$ cat config.mk
export PLATFORM = sky130hd
export DESIGN_NAME = mult_pipe_top
export DESIGN_NICKNAME = d
export VERILOG_FILES = /design/src/rtl/mult_pipe_pkg.sv /design/src/rtl/stage_ctrl_if.sv /design/src/rtl/mult_pipe_top.sv /design/src/rtl/pipe_stage.sv
export VERILOG_INCLUDE_DIRS = /design/src /design/src/rtl
export SDC_FILE = /design/constraint.sdc
export NUM_CORES = 1
export LEC_CHECK = 0
export BUFFER_PORTS_ARGS = -buffer_cell sky130_fd_sc_hd__buf_4
export CAP_MARGIN = 20
export CORE_ASPECT_RATIO = 1.5
export CORE_MARGIN = 5
export CORE_UTILIZATION = 30
export DETAILED_ROUTE_END_ITERATION = 8
export HOLD_SLACK_MARGIN = 0.15
export PLACE_DENSITY_LB_ADDON = 0.1
export SYNTH_ARGS = -nofsm -noshare
export SYNTH_HDL_FRONTEND = slang
export SYNTH_HIERARCHICAL = 1
export SYNTH_SLANG_ARGS = --single-unit
$ cat constraint.sdc
create_clock -name clk -period 7.5 [get_ports clk]
set_input_delay 0.375 -clock clk [delete_from_list [all_inputs] [get_ports clk]]
set_output_delay 0.375 -clock clk [all_outputs]
set_load 0.03 [all_outputs]
$ cat src/rtl/mult_pipe_map.svh
// register offsets, field positions and reset values for the pipelined multiplier
// assumes a 32-bit AXI4-Lite slave with word-aligned byte addresses
`ifndef MULT_PIPE_MAP_SVH
`define MULT_PIPE_MAP_SVH

// register byte addresses
`define CTRL_OFFSET        12'h000
`define STATUS_OFFSET      12'h004

// control register fields
`define CTRL_B_SRC_BIT     0
`define CTRL_INV_A_LOAD    1
`define CTRL_INV_A_CLEAR   2
`define CTRL_INV_B_LOAD    3
`define CTRL_INV_B_CLEAR   4
`define CTRL_INV_P_LOAD    5
`define CTRL_INV_P_CLEAR   6
`define CTRL_WIDTH         7
`define CTRL_RESET         7'h00

// status register fields
`define STAT_P_NONZERO     0
`define STAT_P_NEGATIVE    1
`define STAT_A_USED        4
`define STAT_B_USED        5
`define STAT_P_USED        6

// bus responses
`define RESP_OKAY          2'h0
`define RESP_SLVERR        2'h2

`endif

$ cat src/rtl/mult_pipe_pkg.sv
// types shared by the multiplier pipeline files
// assumes the map header is included by users that need offsets
package mult_pipe_pkg;
    typedef logic signed [17:0] operand_t;
    typedef logic signed [35:0] product_t;
    typedef enum logic {B_SRC_DIRECT, B_SRC_CHAIN} b_source_t;
endpackage : mult_pipe_pkg

$ cat src/rtl/stage_ctrl_if.sv
// carrier between the multiplier top and one pipeline stage
// assumes load and clear already carry their true (post-inversion) polarity
`timescale 1ns/1ps
interface stage_ctrl_if #(
    parameter int W = 18
);
    logic         load;
    logic         clear;
    logic [W-1:0] d;
    logic [W-1:0] q;

    modport stage (input load, input clear, input d, output q);
    modport ctrl  (output load, output clear, output d, input q);
endinterface : stage_ctrl_if

$ cat src/rtl/mult_pipe_top.sv
// signed 18x18 multiplier with three optional pipeline stages and AXI4-Lite control
// assumes one clock, synchronous active-low reset, operands synchronous to clk
`timescale 1ns/1ps
`include "mult_pipe_map.svh"
module mult_pipe_top #(
    parameter bit USE_A_REG = 1'b1,
    parameter bit USE_B_REG = 1'b1,
    parameter bit USE_P_REG = 1'b1,
    parameter bit CLK_INV   = 1'b0
) (
    // clock and reset
    input  wire logic        clk,
    input  wire logic        rstn,
    // operands and result
    input  wire logic [17:0] a_operand,
    input  wire logic [17:0] b_operand,
    input  wire logic [17:0] b_chain_in,
    output logic      [35:0] product,
    output logic      [17:0] b_chain_out,
    // stage controls, raw pin polarity
    input  wire logic        a_reg_load_enable,
    input  wire logic        a_reg_sync_clear,
    input  wire logic        b_reg_load_enable,
    input  wire logic        b_reg_sync_clear,
    input  wire logic        product_reg_load_enable,
    input  wire logic        product_reg_sync_clear,
    // axi4-lite write address and data
    input  wire logic [11:0] s_axi_awaddr,
    input  wire logic        s_axi_awvalid,
    output logic             s_axi_awready,
    input  wire logic [31:0] s_axi_wdata,
    input  wire logic [3:0]  s_axi_wstrb,
    input  wire logic        s_axi_wvalid,
    output logic             s_axi_wready,
    // axi4-lite write response
    output logic      [1:0]  s_axi_bresp,
    output logic             s_axi_bvalid,
    input  wire logic        s_axi_bready,
    // axi4-lite read
    input  wire logic [11:0] s_axi_araddr,
    input  wire logic        s_axi_arvalid,
    output logic             s_axi_arready,
    output logic      [31:0] s_axi_rdata,
    output logic      [1:0]  s_axi_rresp,
    output logic             s_axi_rvalid,
    input  wire logic        s_axi_rready
);
    logic [`CTRL_WIDTH-1:0] ctrl_r;
    logic                   aw_held_r;
    logic [11:0]            aw_addr_r;
    logic                   w_held_r;
    logic [31:0]            w_data_r;
    logic [3:0]             w_strb_r;

    mult_pipe_pkg::b_source_t b_src;
    mult_pipe_pkg::operand_t  b_selected;
    mult_pipe_pkg::product_t  mult_out;

    stage_ctrl_if #(.W(18)) a_st ();
    stage_ctrl_if #(.W(18)) b_st ();
    stage_ctrl_if #(.W(36)) p_st ();

    // is this offset one of ours
    function automatic logic addr_hit(input logic [11:0] addr);
        addr_hit = (addr == `CTRL_OFFSET) || (addr == `STATUS_OFFSET);
    endfunction : addr_hit

    // ---------------- datapath ----------------

    // source choice comes from a register so software can retarget a chain
    assign b_src = mult_pipe_pkg::b_source_t'(ctrl_r[`CTRL_B_SRC_BIT]);
    assign b_selected = (b_src == mult_pipe_pkg::B_SRC_CHAIN) ? b_chain_in : b_operand;

    // per-control polarity inversion: xor with the invert bit
    assign a_st.load  = a_reg_load_enable       ^ ctrl_r[`CTRL_INV_A_LOAD];
    assign a_st.clear = a_reg_sync_clear        ^ ctrl_r[`CTRL_INV_A_CLEAR];
    assign b_st.load  = b_reg_load_enable       ^ ctrl_r[`CTRL_INV_B_LOAD];
    assign b_st.clear = b_reg_sync_clear        ^ ctrl_r[`CTRL_INV_B_CLEAR];
    assign p_st.load  = product_reg_load_enable ^ ctrl_r[`CTRL_INV_P_LOAD];
    assign p_st.clear = product_reg_sync_clear  ^ ctrl_r[`CTRL_INV_P_CLEAR];

    assign a_st.d = a_operand;
    assign b_st.d = b_selected;

    // full-width signed product; 18x18 two's complement never overflows 36 bits
    assign mult_out = mult_pipe_pkg::operand_t'(a_st.q) * mult_pipe_pkg::operand_t'(b_st.q);
    assign p_st.d   = mult_out;

    // the three stages; clock inversion is static since it reshapes timing
    pipe_stage #(.USE_REG(USE_A_REG), .CLK_INV(CLK_INV)) a_stage (
        .clk  (clk),
        .rstn (rstn),
        .st   (a_st)
    );
    pipe_stage #(.USE_REG(USE_B_REG), .CLK_INV(CLK_INV)) b_stage (
        .clk  (clk),
        .rstn (rstn),
        .st   (b_st)
    );
    pipe_stage #(.USE_REG(USE_P_REG), .CLK_INV(CLK_INV)) p_stage (
        .clk  (clk),
        .rstn (rstn),
        .st   (p_st)
    );

    // outputs follow the stages; combinational when stages are bypassed
    assign product     = p_st.q;
    assign b_chain_out = b_st.q;

    // ---------------- axi4-lite write ----------------

    // address and data are accepted independently and held until the write fires
    always_ff @(posedge clk) begin
        if (!rstn) begin
            aw_held_r     <= 1'b0;
            aw_addr_r     <= 12'h000;
            s_axi_awready <= 1'b0;
        end else begin
            s_axi_awready <= 1'b0;
            if (s_axi_awvalid && s_axi_awready) begin
                aw_held_r <= 1'b1;
                aw_addr_r <= s_axi_awaddr;
            end else if (aw_held_r && w_held_r && !s_axi_bvalid) begin
                aw_held_r <= 1'b0;
            end else if (!aw_held_r && s_axi_awvalid && !s_axi_awready) begin
                s_axi_awready <= 1'b1;
            end
        end
    end

    // write data channel, mirroring the address side
    always_ff @(posedge clk) begin
        if (!rstn) begin
            w_held_r     <= 1'b0;
            w_data_r     <= 32'h0000_0000;
            w_strb_r     <= 4'h0;
            s_axi_wready <= 1'b0;
        end else begin
            s_axi_wready <= 1'b0;
            if (s_axi_wvalid && s_axi_wready) begin
                w_held_r <= 1'b1;
                w_data_r <= s_axi_wdata;
                w_strb_r <= s_axi_wstrb;
            end else if (aw_held_r && w_held_r && !s_axi_bvalid) begin
                w_held_r <= 1'b0;
            end else if (!w_held_r && s_axi_wvalid && !s_axi_wready) begin
                s_axi_wready <= 1'b1;
            end
        end
    end

    // commit and respond once both halves are held
    always_ff @(posedge clk) begin
        if (!rstn) begin
            ctrl_r       <= `CTRL_RESET;
            s_axi_bvalid <= 1'b0;
            s_axi_bresp  <= `RESP_OKAY;
        end else if (s_axi_bvalid) begin
            if (s_axi_bready) begin
                s_axi_bvalid <= 1'b0;
            end
        end else if (aw_held_r && w_held_r) begin
            s_axi_bvalid <= 1'b1;
            s_axi_bresp  <= addr_hit(aw_addr_r) ? `RESP_OKAY : `RESP_SLVERR;
            if (aw_addr_r == `CTRL_OFFSET && w_strb_r[0]) begin
                ctrl_r <= w_data_r[`CTRL_WIDTH-1:0];
            end
        end
    end

    // ---------------- axi4-lite read ----------------

    // status is sampled at the read, so it reflects the live product
    always_ff @(posedge clk) begin
        if (!rstn) begin
            s_axi_arready <= 1'b0;
            s_axi_rvalid  <= 1'b0;
            s_axi_rdata   <= 32'h0000_0000;
            s_axi_rresp   <= `RESP_OKAY;
        end else begin
            s_axi_arready <= 1'b0;
            if (s_axi_rvalid) begin
                if (s_axi_rready) begin
                    s_axi_rvalid <= 1'b0;
                end
            end else if (s_axi_arvalid && s_axi_arready) begin
                s_axi_rvalid <= 1'b1;
                s_axi_rresp  <= addr_hit(s_axi_araddr) ? `RESP_OKAY : `RESP_SLVERR;
                s_axi_rdata  <= 32'h0000_0000;
                if (s_axi_araddr == `CTRL_OFFSET) begin
                    s_axi_rdata[`CTRL_WIDTH-1:0] <= ctrl_r;
                end else if (s_axi_araddr == `STATUS_OFFSET) begin
                    s_axi_rdata[`STAT_P_NONZERO]  <= |p_st.q;
                    s_axi_rdata[`STAT_P_NEGATIVE] <= p_st.q[35];
                    s_axi_rdata[`STAT_A_USED]     <= USE_A_REG;
                    s_axi_rdata[`STAT_B_USED]     <= USE_B_REG;
                    s_axi_rdata[`STAT_P_USED]     <= USE_P_REG;
                end
            end else if (s_axi_arvalid) begin
                s_axi_arready <= 1'b1;
            end
        end
    end
endmodule : mult_pipe_top

$ cat src/rtl/pipe_stage.sv
// one optional pipeline register with load enable and synchronous clear
// assumes clk is the block clock; rstn is synchronous, active low
`timescale 1ns/1ps
module pipe_stage #(
    parameter bit USE_REG = 1'b1,
    parameter bit CLK_INV = 1'b0
) (
    // clock and reset
    input wire logic clk,
    input wire logic rstn,
    // stage data and controls
    stage_ctrl_if.stage st
);
    logic [$bits(st.d)-1:0] hold_r;

    generate
        if (USE_REG && !CLK_INV) begin : g_rise
            // clear beats load so a stage can be flushed while enabled
            always_ff @(posedge clk) begin
                if (!rstn || st.clear) begin
                    hold_r <= '0;
                end else if (st.load) begin
                    hold_r <= st.d;
                end
            end
        end else if (USE_REG) begin : g_fall
            // inverted clock: the stage captures on the falling edge of clk
            always_ff @(negedge clk) begin
                if (!rstn || st.clear) begin
                    hold_r <= '0;
                end else if (st.load) begin
                    hold_r <= st.d;
                end
            end
        end else begin : g_bypass
            assign hold_r = st.d;
        end
    endgenerate

    // a bypassed stage is a plain wire, keeping the path combinational
    assign st.q = hold_r;
endmodule : pipe_stage

; ---- Word level (Yosys, flattened, before mapping)
; Index checks and enable logic that the tools add are counted.
[totals]
regBits = 117
latch_bits = 0
mem_bits_rw = 0
romBits = 0
memories = 0
[op_classes]
addsub = 0
mul = 1
div = 0
n_lt_le_gt_ge = 0
eq_ne = 2
shifts = 0
muxes = 20
bitwise_logic = 9
n_reduce_logical = 32
[op_table]
columns = operator, n
row1 = 18-bit by 18-bit multiplier with 36-bit output, 1
row2 = 36-bit OR reduction, 1
row3 = "12-bit by 3-bit equality test with 1-bit output, second input constant", 2
row4 = 12-bit zero test, 2
row5 = 18-bit two-way mux, 1
row6 = 1-bit two-way mux, 12
row7 = 1-bit logical AND, 10
row8 = 2-bit two-way mux, 5
row9 = 3-bit OR reduction, 3
row10 = 1-bit zero test, 6
row11 = 3-bit two-way mux, 2
row12 = 1-bit bitwise XOR, 6
row13 = 1-bit logical OR, 5
row14 = 2-bit AND reduction, 2
row15 = 2-bit nonzero test, 2
row16 = 1-bit NOT, 3
row17 = 3-bit AND reduction, 1

; ---- Logic depth before layout (Yosys ltp)
; Gate-level depths: netlist (run 1).
[logic_depth]
ltp_word = 4
ltp_mapped = 27
ltp_nobuf = 25

; ---- Hierarchy
; Netlist (run 1), hierarchy kept.
[modules_own_cells]
columns = mod, instances, cells_each, area_each_um2, seq_area_each_um2
row1 = mult_pipe_top, 1, 1595, 14393.8, 860.8
row2 = pipe_stage at a_stage ..., 2, 59, 668.1, 360.3
row3 = pipe_stage at p_stage, 1, 117, 1313.8, 720.7

; ---- Least setup slack after synthesis (run 1)
; Ideal clock, no wire load.
[synth_timing]
path_type = register to register
from = reg b_stage.hold_r[9], in the netlist b_stage/st.q[9]
to = reg p_stage.hold_r[35], in the netlist p_stage/st.q[35]
t_arrival_ps = 6310
required_ps = 7435
path_slack_ps = 1125
path_stages_with_launch = 27
path_cell_list = dfxtp_1 -> clkbuf_1 -> clkbuf_1 -> nand2_1 -> fa_1 -> inv_1 -> fa_1 -> inv_1 -> fa_1 -> inv_1 -> fa_1 -> fa_1 -> inv_1 -> fa_1 -> inv_1 -> ha_1 -> buf_2 -> a21oi_1 -> o21ai_1 -> a311oi_2 -> and3_1 -> o31a_1 -> o211ai_1 -> a2111o_1 -> o211ai_1 -> mux2i_1 -> nor2_1
[synth_between]
elab_chain_cells = 1
[synth_rtl]
columns = item, line_no
row1 = "start, declared", pipe_stage.sv:14  ; logic [$bits(st.d)-1:0] hold_r;
row2 = "start signal, assigned", pipe_stage.sv:23  ; hold_r <= st.d;
row3 = 18-bit by 18-bit multiplier with 36-bit output, mult_pipe_top.sv:86  ; assign mult_out = mult_pipe_pkg::operand_t'(a_st.q) * mult_pipe_pkg::operand_t'(b_st.q);
row4 = net mult_out[35], mult_pipe_top.sv:57  ; mult_pipe_pkg::product_t mult_out;
row5 = "end signal, assigned", pipe_stage.sv:23
row6 = "end, declared", pipe_stage.sv:14
; The timed path passes the listed nets, and every way through them passes these cells.
; A chain may end at the register's enable or synchronous reset.

; ---- Final worst setup path (run 1)
[layout_timing]
from = reg a_stage.hold_r[5], in the netlist a_stage/st.q[5]
to = reg p_stage.hold_r[35], in the netlist p_stage/st.q[35]
[layout_between]
elab_chain_cells = 1
[layout_rtl]
columns = item, line_no
row1 = "start, declared", pipe_stage.sv:14
row2 = "start signal, assigned", pipe_stage.sv:23
row3 = 18-bit by 18-bit multiplier with 36-bit output, mult_pipe_top.sv:86
row4 = net mult_out[35], mult_pipe_top.sv:57
; The timed path passes the listed nets, and every way through them passes these cells.

==> run metrics, run 1 <==
leakage=~9.9 nW; worst skew pair latency=about 450 ps; Fillers=approximately 6,000; synth top area cells=fa_1, dfxtp_1, inv_1, ha_1, and2_1; Final HPWL DP=around 42 mm; largest net degree at the start of global routing=47; die area=0.06178 sq mm; power density over the cells=between 90 and 100 mW/mm^2; Cell variety after synth=67; final setup TNS=0 ps; max-slew violations=0; cells after synthesis=between 1,500 and 2,000; Worst-Margin Slew=approximately 1000 ps; CP bufs+invs=5; finished layout cell area=0.01981 sq mm; crit-path max FO=19; initial drt markers=~450; max_cap viols=0; via count=12,326; Post-Route WL=50.61 mm; wire per inst=approximately 18 um; Synth top area share=between 30% and 40%; Vias/cell=about 4.4; worst vdd ir=between 0.15 and 0.2 mV; Most Frequent Cell on Critical Path=fa_1; htree depth=4; pre-CTS setup slack=roughly 580 ps; Clock Path Buffers=2; nets=2,547; Syn Area/Cell=~9.3 sq um; Pre-Repair DR Iteration Count=4; residual DRC count=0; number of global-route vias before repair=about 14,000; Startpoint Class=flip-flop; Async SR Flop Fraction=0%; cell area after synthesis=about 0.017 sq mm; Die Span X=a little over 200 um; cell at the root of the clock tree=clkbuf_16; EDFF count, synth=0; total CTS buffers=17; share of layout cells above drive strength 1=13.77%; Core Region=approximately 0.056 sq mm; flops & latches, synth=115; boundary pin count=roughly 220; top_reg_cell synth=dfxtp_1; Seq/Total Area, Yosys=a little over an eighth; # setup viols final=0; worst path cell trace=nand2_1, fa_1, inv_1, fa_1, inv_1, fa_1, inv_1, fa_1, fa_1, inv_1, fa_1, inv_1, ha_1, nand2_1, nor3_2, o211ai_1, and3_1, o31a_1, o211ai_1, nand2_1, o211ai_1, mux2i_1, nor2_1; Tmin final=between 6000 and 7000 ps; CP top delay family=adder cells; Synth area leader=fa_1; CTS tree=built; clk_skew=19.62 ps; Slowest-stage cell, CP=dfxtp_1; Die Span Y=approximately 300 um; commonest non-fill, non-tap cell in the layout=inv_1; most frequent cells in the layout=inv_1, fa_1, buf_4; Initial Util=a little under a third; critical path class=flip-flop to flip-flop; DP Area=roughly 0.019 sq mm; Final Hold Viols=0; Setup WS post-layout=slightly below 600 ps; cell row count=about 110; Max Clk Rate=between 100 and 150 MHz; Global Route met1 Usage=19.10%; GRT Util Overall=about 17%; CP peak stage delay=a little under 1000 ps; synthesis warning total=6; CTS sink cnt=about 120; GR peak layer=met2; Worst-path clk slew=~70 ps; grt ovf=0; CTS resizes=0; Final Wtd Congestion=between 0.7 and 0.8; GR Layer Usage met3=between 2 and 3%; status=complete, no violations; Slew headroom=between 30% and 40%; Port Buf Inserts=166; RSZ-0062 raised after global routing=false; HP Class=input pin to flip-flop; initial antenna violation count=1; Tcrit/Tclk final=around 90%; Layout area overhead=16.20%; CP Capture Type=flip-flop; met2 usage in global routing=between 30% and 40%; ANT nets after route=0; Worst EP required=around 7900 ps; global-route wire length before repair=80.19 mm; CP arrival=between 7000 and 8000 ps
## state kept, by name, summed over array words and instances, names as in the netlist, 7 cells and up
name          flops
a_stage/st.q     18
aw_addr_r        12
b_stage/st.q     18
ctrl_r            7
p_stage/st.q     36
s_axi_rdata       7
w_data_r          7
## area by class of cell
type                            count  area, sq um  area share [%]
Multi-Input combinational cell   1266        12870           65.00
Sequential cell                   115         2302           11.62
Timing Repair Buffer              223         1702           8.592
Inverter                          375         1408           7.107
Tap cell                          763        954.7           4.820
Clock buffer                       17        425.4           2.148
Clock inverter                     15        137.6          0.6949
Antenna cell                        1        2.502         0.01264
## repair_timing
item | CTS | global route
endpoints found under the hold margin | 12 | 0
hold buffers | 12 | 0
endpoints found under the setup margin | 0 | 0
setup buffers | 0 | 0
## metal layers
metal / share of wire [%] / routed length, um / up-vias
met5: 0 / 0 / -
met4: 1.7 / 882 / 0
met3: 3.6 / 1807 / 39
met2: 57 / 28650 / 220
met1: 38 / 19270 / 6260
li1: - / - / 5807
## Yosys cell counts, types with 3 or more instances
cell type,n
a21boi_0,28
a21boi_1,3
a21o_1,10
a21oi_1,25
and2_1,162
and3_1,5
buf_12,5
buf_2,6
buf_4,31
buf_6,3
clkbuf_1,54
dfxtp_1,115
fa_1,329
ha_1,93
inv_1,374
mux2_2,20
mux2i_1,79
nand2_1,201
nand2b_1,11
nand3_1,18
nand4_1,6
nor2_1,88
nor2b_1,25
nor3_1,7
nor4_1,14
o211ai_1,9
o21ai_0,12
o21ai_1,8
o21bai_1,4
or4_1,4
xnor2_1,29
xor2_1,10
## where the power goes
group          switching, mW  internal [mW]
Combinational          0.228          0.166
Clock                  0.383          0.437
Sequential            0.0400          0.627
Total                  0.651           1.23
## worst reg2reg max path, delay by kind of cell, from the launching register on
kind                       cells  cell delay [ps]
muxes                          1              100
adders and majority gates      7             3460
DFF                            1              990
and+or+nand+nor                6              990
AOI/OAI and AO/OA              4             1040
buffers and inverters          5              270
## stage by stage
stage	hold WS, ps	total power, mW	utilization [%]	cells
after floorplan	412.8	0.9225	-	1856
after global placement	451.3	1.078	33.83	2729
after detailed placement	459.1	1.079	33.83	2729
after CTS	150.2	1.930	35.04	2773
after global routing	168.0	1.973	35.05	2774
final	178.3	1.881	35.06	2775
## cells by family after synthesis
logic type	synth area share (%)
AOI/OAI and AO/OA	4.970
xor gates and xnor gates	2.004
adders and majority gates	45.47
buffers and inverters	11.80
DFF	13.51
muxes	5.961
other	0.02200
and+or+nand+nor	16.27
## path summary, 6_finish.rpt
path	from	end	slack, ps	depth (start not counted)
min reg2reg	aw_addr_r[11]	aw_addr_r[11]	460	2
min	s_axi_awvalid	s_axi_awready	180	3
max reg2reg	a_stage/st.q[5]	p_stage/st.q[35]	590	23
max	a_stage/st.q[5]	p_stage/st.q[35]	590	23
No activity file was read; power rests on OpenSTA's default activity.
==> run 2, diff against run 1 <==
--- a/config.mk
+++ b/config.mk
@@ -11,8 +11,9 @@
 export CORE_ASPECT_RATIO = 1.5
 export CORE_MARGIN = 5
 export CORE_UTILIZATION = 30
+export CTS_BUF_LIST = sky130_fd_sc_hd__clkbuf_16
 export DETAILED_ROUTE_END_ITERATION = 8
-export HOLD_SLACK_MARGIN = 0.15
+export HOLD_SLACK_MARGIN = 0.1
 export PLACE_DENSITY_LB_ADDON = 0.1
 export SYNTH_ARGS = -nofsm -noshare
 export SYNTH_HDL_FRONTEND = slang
==> run 2 against run 1 <==
  * Final area down 0.61%
  * Worst hold slack worse by 19 ps
  * Critical path depth unchanged
==> run metrics, run 2 (synthesis gave the netlist of run 1 again) <==
Worst-path clk slew=70 ps; CP arrival=7320 ps; GRT Util Overall=17.03%; Max Clk Rate=around 140 MHz; global-route wire length before repair=80.14 mm; residual DRC count=0; Sw Share=about a third; Vias/cell=~4.5; grt ovf=0; final setup TNS=0 ps; initial antenna violation count=1; worst vdd ir=approximately 0.16 mV; die area=between 0.06 and 0.07 sq mm; clk_skew=a little under 20 ps; CTS resizes=0; CTS tree=built; cell row count=~110; Most Frequent Cell on Critical Path=fa_1; wire per inst=between 15 and 20 um; share of power burned in registers=roughly 36%; Final Wtd Congestion=about 0.8; commonest non-fill, non-tap cell in the layout=inv_1; Pre-Repair DR Iteration Count=4; met3 wire len=approximately 1.8 mm; Core Region=around 0.056 sq mm; switching pwr=roughly 650 uW; routed length on met1=19.27 mm; ANT nets after route=0; setup bufs post-CTS=0; CP Capture Type=flip-flop; Die Span X=between 200 and 250 um; # setup viols final=0; CTS sink cnt=between 100 and 150; CTS Hold Bufs=0; cell at the root of the clock tree=clkbuf_16; Final HPWL DP=around 42 mm; Fillers=roughly 6,100; crit-path max FO=19; met2 WL=about 29 mm; largest net degree at the start of global routing=47; HP Class=input pin to flip-flop; htree depth=4; Clock Path Buffers=2; Post-Route WL=just over 50 mm; Clock Power Share=approximately 44%; total CTS buffers=17; critical path class=flip-flop to flip-flop; CP peak stage delay=990 ps; DR top layer=met4; RSZ-0062 raised after global routing=false; leakage=slightly below 10 nW; most frequent cells in the layout=inv_1, fa_1, buf_4; initial drt markers=460; Slew headroom=31.31%; via count=12,300; Port Buf Inserts=166; Initial Util=around 30%; Worst EP required=7880 ps; Cell Int Power=1.226 mW; Tmin final=between 6000 and 7000 ps; max_cap viols=0; Gate power share=between 20% and 30%; share of layout cells above drive strength 1=13.86%; Slowest-stage cell, CP=dfxtp_1; Final Hold Viols=0; status=complete, no violations; reg2reg setup slack=about 570 ps; boundary pin count=about 220; Tcrit/Tclk final=approximately 90%; Die Span Y=just over 300 um; nets=2,535; power density over the cells=approximately 95 mW/mm^2; worst path cell trace=nand2_1, fa_1, inv_1, fa_1, inv_1, fa_1, inv_1, fa_1, fa_1, inv_1, fa_1, inv_1, ha_1, nand2_1, nor3_2, o211ai_1, and3_1, o31a_1, o211ai_1, nand2_1, o211ai_1, mux2i_1, nor2_1; number of global-route vias before repair=13,983; Largest register FFs=36; Worst-Margin Slew=roughly 1000 ps; final core utilization=34.84%; worst skew pair latency=between 400 and 500 ps; Startpoint Class=flip-flop; Layout area overhead=15.50%; max-slew violations=0
run 2: cell types whose count changed in the layout (fill, tap and decap cells not counted):
cell	change
dlygate4sd3_1	-12
run 2: through the flow:
stage               area, sq um  instances  hold slack, ps  power [mW]  setup WS, ps
floorplan                 17140       1856           412.8      0.9225          1125
global placement          19110       2729           451.3       1.078         596.4
detailed placement        19110       2729           459.1       1.079         579.2
CTS                       19680       2761           126.5       1.925         521.8
global route              19680       2762           152.8       1.968         205.2
finish                    19690       2763           159.3       1.876         565.5
run 2: path summary, 6_finish.rpt:
kind                                 startpoint               end  cells past startpoint
worst max register to register  a_stage/st.q[5]  p_stage/st.q[35]                     23
worst min-delay path               a_operand[0]   a_stage/st.q[0]                      3
worst min register to register    aw_addr_r[11]     aw_addr_r[11]                      2
worst max-delay path            a_stage/st.q[5]  p_stage/st.q[35]                     23
run 2: critical path, delay by kind of cell, from the launching register on:
family	cells	cell delay [ps]
AND/OR/NAND/NOR	6	970
AO/OA/AOI/OAI	4	1050
multiplexers	1	110
buffers and inverters	5	270
flip-flops	1	990
adder cells (fa/ha/maj)	7	3450
run 2: power by group through the flow:
stage          Sequential [mW]  Combinational (mW)  Clock (mW)
4_1_cts                  0.668               0.400       0.857
2_1_floorplan            0.671               0.251           0
6_report                 0.667               0.389       0.820
3_3_place_gp             0.682               0.396           0
3_5_place_dp             0.682               0.397           0
5_1_grt                  0.670               0.431       0.867
run 2: layout make-up:
cell class | count | area [sq um] | area share [%]
sequential | 115 | 2302 | 11.70
multi-input combinational | 1266 | 12870 | 65.40
clock inverter | 15 | 137.6 | 0.6992
inverter | 375 | 1408 | 7.151
antenna | 1 | 2.502 | 0.01271
timing repair buffer | 211 | 1582 | 8.034
tap | 763 | 954.7 | 4.850
clock buffer | 17 | 425.4 | 2.161
run 2: per-layer routing:
metal	track usage (%)	up-vias
met1	19.07	6256
met4	3.831	0
met5	0	-
li1	-	5782
met3	2.702	39
met2	33.49	223
==> run 3, diff against run 2 <==
--- a/config.mk
+++ b/config.mk
@@ -10,7 +10,7 @@
 export CAP_MARGIN = 20
 export CORE_ASPECT_RATIO = 1.5
 export CORE_MARGIN = 5
-export CORE_UTILIZATION = 30
+export CORE_UTILIZATION = 61
 export CTS_BUF_LIST = sky130_fd_sc_hd__clkbuf_16
 export DETAILED_ROUTE_END_ITERATION = 8
 export HOLD_SLACK_MARGIN = 0.1
==> run 3 against run 2 <==
  * Worst hold slack lost 2.5 ps
  * Flip-flop and latch count is the same
  * Final cell count shrank 16%
  * Setup slack gained 21 ps
  * Non-clock buffer count shrank 13
  * Critical endpoint is now p_stage/st.q[34]
  * Largest cell class unchanged
  * Highest routed layer unchanged
==> run metrics, run 3 (synthesis gave the netlist of run 1 again) <==
HP Class=input pin to flip-flop; Final Wtd Congestion=0.9047; Post-Route WL=between 40 and 50 mm; critical path class=flip-flop to flip-flop; Tmin final=6913 ps; CP arrival=~7200 ps; share of layout cells above drive strength 1=a little over an eighth; Vias/cell=5.421; Fillers=~2,300; final setup TNS=0 ps; CTS Hold Bufs=0; initial antenna violation count=0; CTS resizes=0; status=complete, no violations; final core utilization=between 60% and 70%; residual DRC count=0; RSZ-0062 raised after global routing=false; number of global-route vias before repair=between 10,000 and 15,000; GRT Util Overall=between 20% and 30%; setup bufs post-CTS=0; total CTS buffers=17; Ant. Diodes=0; Pre-Repair DR Iteration Count=6; crit-path max FO=16; Max Clk Rate=144.7 MHz; origin of the critical flop-to-flop path=b_stage/st.q[4]; Final HPWL DP=about 36 mm; Clock Path Buffers=2; Final Hold Viols=0; Hold Crit Start=a_operand[13]; Slew headroom=29.88%; hold path depth=3; htree depth=4; Port Buf Inserts=166; die area=about 0.031 sq mm; Core Region=approximately 0.028 sq mm; via count=12,642; power density over the cells=slightly below 100 mW/mm^2; commonest non-fill, non-tap cell in the layout=inv_1; initial drt markers=545; Die Span Y=roughly 210 um; Initial Util=between 60% and 70%; nets=2,522; cell at the root of the clock tree=clkbuf_16; Layout area overhead=12.05%; Worst-path clk slew=~70 ps; CP Capture Type=flip-flop; Startpoint Class=flip-flop; boundary pin count=roughly 220; max-slew violations=0; grt ovf=0; cell row count=75; # setup viols final=0; reg2reg setup slack=approximately 590 ps; clk_skew=~21 ps; Largest register FFs=36; wire per inst=18.39 um; R2R Path End=p_stage/st.q[34]; largest net degree at the start of global routing=47; leakage=approximately 10 nW; Tcrit/Tclk final=around 92%; max_cap viols=0; CTS sink cnt=approximately 120; most frequent cells in the layout=inv_1, fa_1, nand2_1; ANT nets after route=0; global-route wire length before repair=70.36 mm; R2R cell count=20; worst vdd ir=0.1859 mV; Hold Path Sink=a_stage/st.q[13]; Die Span X=approximately 150 um; worst skew pair latency=~450 ps; CTS tree=built; Worst EP required=7820 ps; Worst-Margin Slew=around 1100 ps
## run 3: cell count changes in the layout (fill, tap and decap cells not counted)
| cell | change |
|---|---|
| bufinv_16 | +2 |
| inv_8 | -2 |
| diode_2 | -1 |
| clkinv_1 | +1 |
| inv_6 | -1 |
| buf_4 | -13 |
| clkinvlp_4 | +1 |
| clkinv_2 | -1 |
## run 3: how the worst max path moves through the flow
stage               startpoint          endpoint  cells after the start
6_report       b_stage/st.q[4]  p_stage/st.q[34]                     20
5_1_grt        b_stage/st.q[0]  p_stage/st.q[34]                     24
4_1_cts        b_stage/st.q[4]  p_stage/st.q[34]                     20
3_5_place_dp   b_stage/st.q[4]  p_stage/st.q[34]                     20
3_3_place_gp   a_stage/st.q[7]  p_stage/st.q[35]                     23
2_1_floorplan  b_stage/st.q[9]  p_stage/st.q[35]                     26
## run 3: cell type report
type	instances	area, sq um	share of cell area, %
Multi-Input combinational cell	1266	12870	67.41
Clock buffer	17	425.4	2.227
Tap cell	346	432.9	2.267
Sequential cell	115	2302	12.05
Clock inverter	15	172.7	0.9041
Timing Repair Buffer	198	1484	7.770
Inverter	375	1408	7.370
## run 3: power breakdown
part / switching [mW] / internal, mW
Combinational: 0.211 / 0.159
Clock: 0.351 / 0.498
Sequential: 0.0418 / 0.627
## run 3: per-stage QoR
stage	worst slack (ps)	area, sq um	total power [mW]	std cells	hold slack, ps
2_1_floorplan	1125	17140	0.9225	1856	412.8
3_3_place_gp	817.5	18500	1.046	2299	435.0
3_5_place_dp	690.6	18500	1.053	2299	443.2
4_1_cts	656.2	19090	1.896	2331	160.8
5_1_grt	246.6	19100	1.960	2332	171.9
6_report	586.8	19100	1.888	2332	156.8
## run 3: layer usage
layer / track usage, % / share of wire, % / vias to the layer above
met4: 16.29 / 6.8 / 0
met5: 0 / 0 / -
met2: 53.25 / 55 / 350
met1: 29.79 / 34 / 6381
li1: - / - / 5771
met3: 4.509 / 4.6 / 140
## run 3: worst max-delay path, cell delays in order, from the launching register on
cell and delay (ps):
dfxtp_1 860, nand2_1 240, fa_1 600, inv_1 170, fa_1 910, fa_1 550
fa_1 540, fa_1 500, inv_1 50, fa_1 480, inv_1 40, ha_1 360
nand2_1 110, or3_1 370, o22ai_1 280, nor4_2 120, o21ai_1 170, a21oi_1 100
xnor2_1 140, mux2i_1 140, nor2_1 50
